**src/rtl/gkd_consts.vh**
```
// constants for the ground key detector: offsets, fields, reset values, timing
`ifndef GKD_CONSTS_VH
`define GKD_CONSTS_VH

// register byte offsets
`define GKD_OFS_DBI        8'h00
`define GKD_OFS_SENSE      8'h04
`define GKD_OFS_HITH       8'h08
`define GKD_OFS_LOTH       8'h0c
`define GKD_OFS_LPF        8'h10
`define GKD_OFS_LINEFEED   8'h14
`define GKD_OFS_IRQVEC     8'h18
`define GKD_OFS_IRQEN      8'h1c
`define GKD_OFS_STATUS     8'h20

// linefeed register fields
`define GKD_LF_CTRL_LSB    0
`define GKD_LF_SHADOW_LSB  4
// interrupt vector / enable bit of the ground key event
`define GKD_GK_IRQ_BIT     0
// status register bits
`define GKD_ST_LOOP_BIT    0
`define GKD_ST_GK_BIT      1

// linefeed state codes
`define GKD_LF_OPEN        3'h0
`define GKD_LF_FORWARD_ACTIVE_STATE  3'h1
`define GKD_LF_TIP_OPEN    3'h3
`define GKD_LF_RING_OPEN   3'h7

// reset values
`define GKD_RST_DBI        16'h0000
`define GKD_RST_HITH       16'h0000
`define GKD_RST_LOTH       16'h0000
`define GKD_RST_LPF        16'h0a10
`define GKD_RST_LINEFEED   3'h0

// filter coefficient: bits 15:3 used, 4000h passes unfiltered
`define GKD_LPF_MASK       16'hfff8
`define GKD_LPF_UNITY      16'h4000
`define GKD_LPF_SHIFT      14

// thresholds: one lsb is 3.097 uA; above 16 mA (5166 lsb) detection is off
`define GKD_THRESH_MAX     16'h142e

// timing: debounce step and monitor sample period 1.25 ms, clock period 4 ns
`define GKD_STEP_NS        1250000
`define GKD_CLK_PERIOD_NS  4
`define GKD_STEP_CYCLES    (`GKD_STEP_NS / `GKD_CLK_PERIOD_NS)

`endif

```
**src/rtl/gkd_top.v**
```verilog
// ground key detector for one line channel with register port and interrupt
`include "gkd_consts.vh"

// Notes on behaviour
// - in tip-open, a rising loop closure flag moves linefeed to forward-active
// - ground key pending flag in interrupt vector two, set on valid event
// - enable bit in interrupt enable two gates pending onto the interrupt
// - debounced ground key result readable as status bit
// - read-only 3-bit shadow of the current linefeed state
// - debounce interval is 16 bits in 1.25 ms steps
// - assert and release thresholds are 16 bits, 3.097 uA per lsb
// - a threshold above 16 mA disables detection entirely
// - filter coefficient uses bits 15:3, range zero to 4000h
// - debounced output flips only after input held opposite whole interval
// - assert against high threshold, release against low threshold
// - longitudinal current only produced in tip-open or ring-open
// - coefficient zero blocks signal, 4000h passes it unfiltered
module gkd_top #(
   parameter STEP_CYCLES = `GKD_STEP_CYCLES,  // clocks per sample period
   parameter W           = 16                 // data width
) (
   input  wire         clk_in,          // 250 MHz system clock
   input  wire         sys_rst_in,      // synchronous reset, active high
   input  wire [7:0]   addr_in,         // register byte address
   input  wire [W-1:0] wdata_in,        // register write data
   input  wire         wr_in,           // write strobe
   input  wire         rd_in,           // read strobe
   output reg  [W-1:0] rdata_out,       // read data, cycle after rd_in
   input  wire [W-1:0] long_sample_in,  // signed longitudinal current sample
   input  wire         loop_closure_in, // loop closure flag, same clock
   output reg  [2:0]   linefeed_out,    // current linefeed state
   output reg          ground_key_out,  // debounced ground key result
   output reg          irq_out          // level interrupt, active high
);

   // software registers
   reg  [W-1:0] dbi_ff;
   reg  [W-1:0] hith_ff;
   reg  [W-1:0] loth_ff;
   reg  [W-1:0] lpf_ff;
   reg  [2:0]   linefeed_ff;
   reg          pend_ff;
   reg          irq_en_ff;

   // datapath state
   reg  [W-1:0] sense_ff;
   reg  [W-1:0] filt_ff;
   reg          raw_ff;
   reg          loop_prev_ff;
   reg  [31:0]  tick_cnt_ff;
   reg          tick_ff;

   wire         gk_state;
   wire         gk_rise;

   // decode helpers
   wire         wr_dbi;
   wire         wr_hith;
   wire         wr_loth;
   wire         wr_lpf;
   wire         wr_lf;
   wire         wr_vec;
   wire         wr_en;

   // absolute value of a signed current word
   function [W-1:0] gkd_abs;
      input [W-1:0] v;
      begin
         if (v[W-1])
            gkd_abs = (~v) + {{(W-1){1'b0}}, 1'b1};
         else
            gkd_abs = v;
      end
   endfunction

   // a threshold beyond 16 mA makes the comparator inert
   function gkd_thresh_ok;
      input [W-1:0] t;
      begin
         gkd_thresh_ok = (t <= `GKD_THRESH_MAX);
      end
   endfunction

   assign wr_dbi  = wr_in && (addr_in == `GKD_OFS_DBI);
   assign wr_hith = wr_in && (addr_in == `GKD_OFS_HITH);
   assign wr_loth = wr_in && (addr_in == `GKD_OFS_LOTH);
   assign wr_lpf  = wr_in && (addr_in == `GKD_OFS_LPF);
   assign wr_lf   = wr_in && (addr_in == `GKD_OFS_LINEFEED);
   assign wr_vec  = wr_in && (addr_in == `GKD_OFS_IRQVEC);
   assign wr_en   = wr_in && (addr_in == `GKD_OFS_IRQEN);

   // sample period timer; long count is a parameter so benches can shrink it
   always @(posedge clk_in) begin
      if (sys_rst_in) begin
         tick_cnt_ff <= 32'h0000_0000;
         tick_ff     <= 1'b0;
      end else if (tick_cnt_ff >= STEP_CYCLES - 1) begin
         tick_cnt_ff <= 32'h0000_0000;
         tick_ff     <= 1'b1;
      end else begin
         tick_cnt_ff <= tick_cnt_ff + 32'h0000_0001;
         tick_ff     <= 1'b0;
      end
   end

   // longitudinal current exists only while a lead is open
   wire lead_open = (linefeed_ff == `GKD_LF_TIP_OPEN) ||
                    (linefeed_ff == `GKD_LF_RING_OPEN);

   always @(posedge clk_in) begin
      if (sys_rst_in) begin
         sense_ff <= {W{1'b0}};
      end else if (tick_ff) begin
         // zero otherwise, so stale current cannot keep a key asserted
         sense_ff <= lead_open ? long_sample_in : {W{1'b0}};
      end
   end

   // first order low-pass: y += (x - y) * c / 2^14, c clamped to 4000h
   wire [W-1:0]        coef_m = lpf_ff & `GKD_LPF_MASK;
   wire [W-1:0]        coef   = (coef_m > `GKD_LPF_UNITY) ? `GKD_LPF_UNITY : coef_m;
   wire signed [W:0]   diff   = $signed({sense_ff[W-1], sense_ff}) -
                                $signed({filt_ff[W-1], filt_ff});
   // full 34-bit product so nothing is dropped before the shift
   wire signed [2*W+1:0] prod = diff * $signed({1'b0, coef});
   wire signed [W:0]   step   = prod[W+`GKD_LPF_SHIFT:`GKD_LPF_SHIFT];
   wire signed [W:0]   nxt_filt = $signed({filt_ff[W-1], filt_ff}) + step;

   always @(posedge clk_in) begin
      if (sys_rst_in) begin
         filt_ff <= {W{1'b0}};
      end else if (tick_ff) begin
         // zero holds output at rest, 4000h copies the input
         filt_ff <= nxt_filt[W-1:0];
      end
   end

   // hysteresis comparator on the filtered magnitude
   wire [W-1:0] mag     = gkd_abs(filt_ff);
   wire         cmp_on  = gkd_thresh_ok(hith_ff) && gkd_thresh_ok(loth_ff);
   reg          nxt_raw;

   always @* begin
      if (!cmp_on)
         nxt_raw = 1'b0;
      else if (!raw_ff)
         nxt_raw = (mag > hith_ff);
      else
         nxt_raw = !(mag < loth_ff);
   end

   always @(posedge clk_in) begin
      if (sys_rst_in)
         raw_ff <= 1'b0;
      else if (tick_ff)
         raw_ff <= nxt_raw;
   end

   // debounce runs on the same sample period as the filter
   gkd_debounce #(
      .W (W)
   ) u_deb (
      .clk_in      (clk_in),
      .sys_rst_in  (sys_rst_in),
      .tick_in     (tick_ff),
      .raw_in      (raw_ff),
      .interval_in (dbi_ff),
      .state_ff    (gk_state),
      .rise_ff     (gk_rise)
   );

   // configuration registers
   always @(posedge clk_in) begin
      if (sys_rst_in) begin
         dbi_ff    <= `GKD_RST_DBI;
         hith_ff   <= `GKD_RST_HITH;
         loth_ff   <= `GKD_RST_LOTH;
         lpf_ff    <= `GKD_RST_LPF;
         irq_en_ff <= 1'b0;
      end else begin
         if (wr_dbi)
            dbi_ff <= wdata_in;
         if (wr_hith)
            hith_ff <= wdata_in;
         if (wr_loth)
            loth_ff <= wdata_in;
         if (wr_lpf)
            lpf_ff <= wdata_in;
         if (wr_en)
            irq_en_ff <= wdata_in[`GKD_GK_IRQ_BIT];
      end
   end

   // linefeed state: host writes it, loop closure in tip-open moves it on.
   // a host write in the same cycle wins, software keeps the last word.
   always @(posedge clk_in) begin
      if (sys_rst_in) begin
         linefeed_ff  <= `GKD_RST_LINEFEED;
         loop_prev_ff <= 1'b0;
      end else begin
         loop_prev_ff <= loop_closure_in;
         if (wr_lf)
            linefeed_ff <= wdata_in[`GKD_LF_CTRL_LSB+2:`GKD_LF_CTRL_LSB];
         else if ((linefeed_ff == `GKD_LF_TIP_OPEN) && loop_closure_in && !loop_prev_ff)
            linefeed_ff <= `GKD_LF_FORWARD_ACTIVE_STATE;
      end
   end

   // pending flag: write one to clear, a new event in that cycle wins
   always @(posedge clk_in) begin
      if (sys_rst_in)
         pend_ff <= 1'b0;
      else if (gk_rise)
         pend_ff <= 1'b1;
      else if (wr_vec && wdata_in[`GKD_GK_IRQ_BIT])
         pend_ff <= 1'b0;
   end

   // read mux; unmapped addresses read zero
   reg [W-1:0] nxt_rdata;

   always @* begin
      nxt_rdata = {W{1'b0}};
      case (addr_in)
         `GKD_OFS_DBI:      nxt_rdata = dbi_ff;
         `GKD_OFS_SENSE:    nxt_rdata = sense_ff;
         `GKD_OFS_HITH:     nxt_rdata = hith_ff;
         `GKD_OFS_LOTH:     nxt_rdata = loth_ff;
         `GKD_OFS_LPF:      nxt_rdata = lpf_ff;
         `GKD_OFS_LINEFEED: begin
            nxt_rdata[`GKD_LF_CTRL_LSB+2:`GKD_LF_CTRL_LSB]     = linefeed_ff;
            nxt_rdata[`GKD_LF_SHADOW_LSB+2:`GKD_LF_SHADOW_LSB] = linefeed_ff;
         end
         `GKD_OFS_IRQVEC:   nxt_rdata[`GKD_GK_IRQ_BIT] = pend_ff;
         `GKD_OFS_IRQEN:    nxt_rdata[`GKD_GK_IRQ_BIT] = irq_en_ff;
         `GKD_OFS_STATUS: begin
            nxt_rdata[`GKD_ST_LOOP_BIT] = loop_closure_in;
            nxt_rdata[`GKD_ST_GK_BIT]   = gk_state;
         end
         default:           nxt_rdata = {W{1'b0}};
      endcase
   end

   // outputs straight from flip-flops; data held only the cycle after rd_in
   always @(posedge clk_in) begin
      if (sys_rst_in) begin
         rdata_out      <= {W{1'b0}};
         linefeed_out   <= `GKD_RST_LINEFEED;
         ground_key_out <= 1'b0;
         irq_out        <= 1'b0;
      end else begin
         rdata_out      <= rd_in ? nxt_rdata : {W{1'b0}};
         linefeed_out   <= linefeed_ff;
         ground_key_out <= gk_state;
         irq_out        <= pend_ff && irq_en_ff;
      end
   end

endmodule // gkd_top

```
**src/rtl/gkd_debounce.v**
```verilog
// debounce stage for the ground key comparator output
module gkd_debounce #(
   parameter W = 16
) (
   input  wire         clk_in,       // system clock
   input  wire         sys_rst_in,   // synchronous reset, active high
   input  wire         tick_in,      // one pulse per sample period
   input  wire         raw_in,       // comparator output
   input  wire [W-1:0] interval_in,  // debounce interval in sample periods
   output reg          state_ff,     // debounced result
   output reg          rise_ff       // pulse when result goes to 1
);

   reg  [W-1:0] cnt_ff;
   wire [W:0]   cnt_inc;

   assign cnt_inc = {1'b0, cnt_ff} + {{W{1'b0}}, 1'b1};

   // count while input disagrees; restart as soon as it agrees again
   always @(posedge clk_in) begin
      if (sys_rst_in) begin
         cnt_ff   <= {W{1'b0}};
         state_ff <= 1'b0;
         rise_ff  <= 1'b0;
      end else begin
         rise_ff <= 1'b0;
         if (tick_in) begin
            if (raw_in == state_ff) begin
               cnt_ff <= {W{1'b0}};
            end else if (cnt_inc >= {1'b0, interval_in}) begin
               // held opposite for the whole interval
               state_ff <= raw_in;
               rise_ff  <= raw_in;
               cnt_ff   <= {W{1'b0}};
            end else begin
               cnt_ff <= cnt_inc[W-1:0];
            end
         end
      end
   end

endmodule // gkd_debounce

```
**config.mk**
```make
export PLATFORM = sky130hd
export DESIGN_NAME = gkd_top
export DESIGN_NICKNAME = d
export VERILOG_FILES = /design/src/rtl/gkd_top.v /design/src/rtl/gkd_debounce.v
export VERILOG_INCLUDE_DIRS = /design/src /design/src/rtl
export SDC_FILE = /design/constraint.sdc
export NUM_CORES = 1
export LEC_CHECK = 0
export BUFFER_PORTS_ARGS = -buffer_cell sky130_fd_sc_hd__buf_2
export CELL_PAD_IN_SITES_DETAIL_PLACEMENT = 1
export CELL_PAD_IN_SITES_GLOBAL_PLACEMENT = 2
export CORE_MARGIN = 3
export CORE_UTILIZATION = 40
export DETAILED_ROUTE_END_ITERATION = 6
export GPL_ROUTABILITY_DRIVEN = 0
export PLACE_DENSITY = 0.94
export SETUP_SLACK_MARGIN = 0.3
export SLEW_MARGIN = 20
export SYNTH_ARGS = -nofsm -noshare
export SYNTH_HDL_FRONTEND = slang
export SYNTH_SLANG_ARGS = --single-unit
```
**constraint.sdc**
```tcl
create_clock -name clk_in -period 11.5 [get_ports clk_in]
set_input_delay 0.575 -clock clk_in [delete_from_list [all_inputs] [get_ports clk_in]]
set_output_delay 0.575 -clock clk_in [all_outputs]
set_load 0.01 [all_outputs]
```
# After elaboration in Yosys (flattened, before gate mapping)
# Index checks and enable logic that the tools add are counted.
# totals
register_bits	175
latchBits	0
ram_bits	0
mem_bits_ro	0
input_bits	45
out_inout_bits	21
elab_cells	89
memories	0
# op_classes
addsub	5
n_mul	1
div_mod_pow	0
order_cmp	7
eq_ne	11
shifts	0
muxes	18
n_bitwise	5
n_reduce_logical	22
# ops
op	count
16-bit two-way mux	5
9-bit one-hot mux with 5 select lines	1
32-bit by 1-bit adder with 32-bit output, second input constant	1
8-bit by 5-bit equality test with 1-bit output, second input constant	4
32-bit by 19-bit >= comparator with 1-bit output, second input constant	1
16-bit by 13-bit <= comparator with 1-bit output, second input constant	2
17-bit by 17-bit multiplier with 30-bit output	1
3-bit one-hot mux with 6 select lines	1
16-bit by 1-bit adder with 17-bit output, second input constant	1
17-bit by 16-bit >= comparator with 1-bit output	1
16-bit by 16-bit subtractor with 17-bit output	1
16-bit by 1-bit adder with 16-bit output, second input constant	1
16-bit adder	1
8-bit by 4-bit equality test with 1-bit output, second input constant	2
16-bit by 15-bit > comparator with 1-bit output, second input constant	1
16-bit > comparator	1
16-bit < comparator	1
16-bit inverter	1
1-bit logical AND	12
1-bit one-hot mux with 9 select lines	1
8-bit by 3-bit equality test with 1-bit output, second input constant	1
8-bit by 6-bit equality test with 1-bit output, second input constant	1
8-bit zero test	1
1-bit one-hot mux with 7 select lines	1
14 further kinds	25

# Longest topological paths before layout
# depth
depth_word	7
ltp_mapped	44

# Modules after synthesis
# A second synthesis with hierarchy kept.
# hier_totals
cells_unflattened	2073
hier_area_um2	17336.6
# modules_own_cells
mod	n_inst	cells_per_inst	area_per_inst_um2	seq_area_each_um2
gkd_top	1	1927	16062.9	3143.0
gkd_debounce	1	146	1273.7	360.3

# Least setup slack after synthesis
# OpenSTA, ideal clock, no wires.
# synth_path
kind	flip-flop to flip-flop
start	register filt_ff[1]
end	register filt_ff[15]
setup_ns	0.067
arrival_time_ns	9.352
t_required_ns	11.433
path_slack_ns	2.081
stages_incl_launch_ff	43
n_path_buf	0
period_less_slack_ns	9.419
path_cell_list	dfxtp_1 > inv_1 > ha_1 > nor2b_1 > o21a_1 > o21a_1 > o21ai_0 > nand2_1 > a21o_1 > a21oi_1 > xor2_1 > nor2_1 > fa_1 > inv_1 > fa_1 > fa_1 > inv_1 > fa_1 > (+7 left out) > a41oi_1 > o21bai_1 > a21oi_1 > o21bai_1 > a21oi_1 > nor2b_1 > nor2_1 > xnor2_1 > ha_1 > o2111ai_1 > nor2_1 > nor4b_1 > o31ai_1 > a31o_2 > a21o_1 > a221o_1 > a21o_1 > a21oi_2
# synth_via
elab_chain_cells	3
# synth_lines
element	line	source
start: declaration	gkd_top.v:47	reg [W-1:0] filt_ff;
start signal: assignment	gkd_top.v:131	filt_ff <= {W{1'b0}};
start signal: assignment	gkd_top.v:134	filt_ff <= nxt_filt[W-1:0];
16-bit by 16-bit subtractor with 17-bit output	gkd_top.v:122	wire signed [W:0] diff = $signed({sense_ff[W-1], sense_ff}) -
17-bit by 17-bit multiplier with 30-bit output	gkd_top.v:125	wire signed [2*W+1:0] prod = diff * $signed({1'b0, coef});
16-bit adder *	gkd_top.v:127	wire signed [W:0] nxt_filt = $signed({filt_ff[W-1], filt_ff}) + step;
# Mark *: on every way between the ends. The rest lies on a longest branch, timed or not.
# A chain may end at the register's enable or synchronous reset.

# Worst setup path after layout
# Same ends and word-level chain as after synthesis.

==> flow_summary.toml <==
[floorplanning]
num_rows = 75
start_util_pct = 40.9
die_area_um2 = 45900
die_h_um = 214
core-area_um2 = 42400
ios = 66
die_w_um = 214

[timing]
finalSetupViolCount = 0
rsz0062_at_grt = "false"
drv_slew = 0
tns_ns = 0
post-route-period-util_pct = 92.4
slew_headroom_pct = 30.3
fin_ws_ns = 0.873
period_minus_slack_ns = 10.63
hold_viol_final = 0
max_freq_mhz = 94.1
skew_ns = 0.0110
worstMarginPinSlew_ns = 1.04

[grt]
met2_usage_pct = 40.7
grt_max_degree = 59
gr-total-overflow = 0
grt_util_met1_pct = 32.4
grt_first_pass_wirelength_mm = 87.8
grt_pass1_vias = 15800
grt-busiest-layer = "met2"
grt_use_total_pct = 23.8
grt_use_met3_pct = 2.54
antenna_found_initial = 0

[place]
place_area_um2 = 18300
dp.final_hpwl_mm = 43.4
io_buffer_count = 65
post-place-ws_ns = 0.772

[worst_setup_path]
cp_max_fo = 7
arrival_ns = 11.01
cpPeakStageDelay_ns = 0.57
startpoint_type = "flop"
slowest_stage = "fa_1"
cp.required_ns = 11.88
cp_common_cell = "fa_1"
cp-end-kind = "flop"
critPathKind = "reg -> reg"

[drt]
viasPerCell = 5.42
post_drt_wl_per_cell_um = 20.0
drc_errors = 0
first_pass_iters = 7
first_iter_violations = 1046
vias = 14600
drt-total-wl_mm = 53.8
ant_nets = 0

[cts]
tritoncts = "done"
clockBufferDepth = 2
ctsRootBufferMaster = "clkbuf_16"
path_clk_slew_ns = 0.08
cts_setup_buffers = 0
cts_buffers = 17
insertion_delay_ns = 0.45
postCtsHoldBufs = 0
clkSinkCount = 175
h-tree-depth = 4

[final_layout]
final_cell_mix = "inv_1 (329), nand2_1 (241), nor2_1 (205)"
drive_gt1_share_pct = 6.44
final_nets = 2515
final_common_cell = "inv_1"
fin_util_pct = 44.6
final_area_um2 = 18900
syn_to_final_growth_pct = 9.05
num_antenna_cells = 0

[run]
max_cap_viol_count = 0

[yosys]
ys_types = 72
syn_area_um2 = 17300
yosysTopAreaCellShare_pct = 21.8
ys_ff_latch = 175
synth_warnings = 0
synth_top_area_cell = "fa_1"
syn_area_per_cell_um2 = 8.45
synth_area_leaders = "fa_1 (22%), dfxtp_1 (20%), ha_1 (13%)"
ys_seq_area_share_pct = 20.2
async_flop_share_pct = 0
synthFlopType = "dfxtp_1"
synth-edff-count = 0
syn_inst = 2052

[worst_hold_path]
hold_class = "in -> reg"

[outcome]
status = "finished, final reports clean"
## through the flow
step           hold WS, ns  cells
6_report             0.362   2689
5_1_grt              0.358   2689
4_1_cts              0.354   2689
3_5_place_dp         0.439   2657
3_3_place_gp         0.427   2657
2_1_floorplan        0.413   2078
## flip-flops by register name, summed over array words and instances, names as in the netlist
| signal | count |
|---|---|
| linefeed_ff | 3 |
| sense_ff | 16 |
| rdata_out | 16 |
| tick_cnt_ff | 32 |
| irq_en_ff | 1 |
| raw_ff | 1 |
| loop_prev_ff | 1 |
| pend_ff | 1 |
| dbi_ff | 16 |
| linefeed_out | 3 |
| lpf_ff | 16 |
| ground_key_out | 1 |
| loth_ff | 16 |
| u_deb.state_ff | 1 |
| irq_out | 1 |
| filt_ff | 16 |
| hith_ff | 16 |
| tick_ff | 1 |
| u_deb.rise_ff | 1 |
| u_deb.cnt_ff | 16 |
## path summary, 6_finish.rpt
path / startpoint / slack, ns / cells after the start / endpoint
worst max-delay path: filt_ff[1] / 0.87 / 41 / filt_ff[15]
worst min-delay path: long_sample_in[15] / 0.36 / 3 / sense_ff[15]
worst max register to register: filt_ff[1] / 0.87 / 41 / filt_ff[15]
worst min register to register: pend_ff / 0.45 / 2 / irq_out
## Yosys cell counts, drive strengths merged (13+ instances only)
master,count
a21o,20
a21oi,114
a222oi,15
a22oi,28
a32o,13
and3,18
clkbuf,73
dfxtp,175
fa,189
ha,182
inv,329
mux2i,16
nand2,241
nand2b,19
nand3,50
nand4,23
nor2,208
nor2b,23
nor3,16
nor4,14
o21a,22
o21ai,44
xnor2,70
xor2,37
## worst max-delay path, delay by kind of cell, from the launching register on
family | cells | cell delay (ns)
AOI/OAI and AO/OA | 18 | 4.35
DFF | 1 | 0.49
adders and majority gates | 9 | 3.95
and+or+nand+nor | 8 | 1.00
buffers and inverters | 4 | 0.31
xor gates and xnor gates | 2 | 0.44
## area by class of cell
cell class                      instances  area (um2)
Tap cell                              577         722
Timing Repair Buffer                   78         425
Clock buffer                           17         425
Clock inverter                         15         165
Fill cell                            5168       23500
Multi-Input combinational cell       1498       12400
Sequential cell                       175        3500
Inverter                              329        1230
## logic make-up (layout without fill, tap and decap cells)
logic type | Yosys count | after routing | share of synthesized area (%)
adder cells (fa/ha/maj) | 371 | 371 | 34.9
buffers and inverters | 405 | 439 | 8.81
XOR/XNOR | 107 | 107 | 5.40
multiplexers | 17 | 17 | 0.988
AND/OR/NAND/NOR | 657 | 657 | 17.1
flip-flops | 175 | 175 | 20.2
other | 1 | 27 | 0.0216
AO/OA/AOI/OAI | 319 | 319 | 12.6
## layer usage
| metal | part of all wire (%) | up-vias |
|---|---|---|
| li1 | - | 6753 |
| met1 | 45 | 7381 |
| met2 | 49 | 366 |
| met3 | 4.4 | 63 |
| met4 | 2.2 | 0 |
| met5 | 0 | - |
## repair_timing
action                                  in CTS  in global routing
hold endpoints to repair                     0                  0
endpoints found under the setup margin       0                  1
gates resized for setup                      0                  2
Power is left out: the tool's default activity adds up to more than one toggle a clock period on the data nets, which glitch-free logic cannot reach.
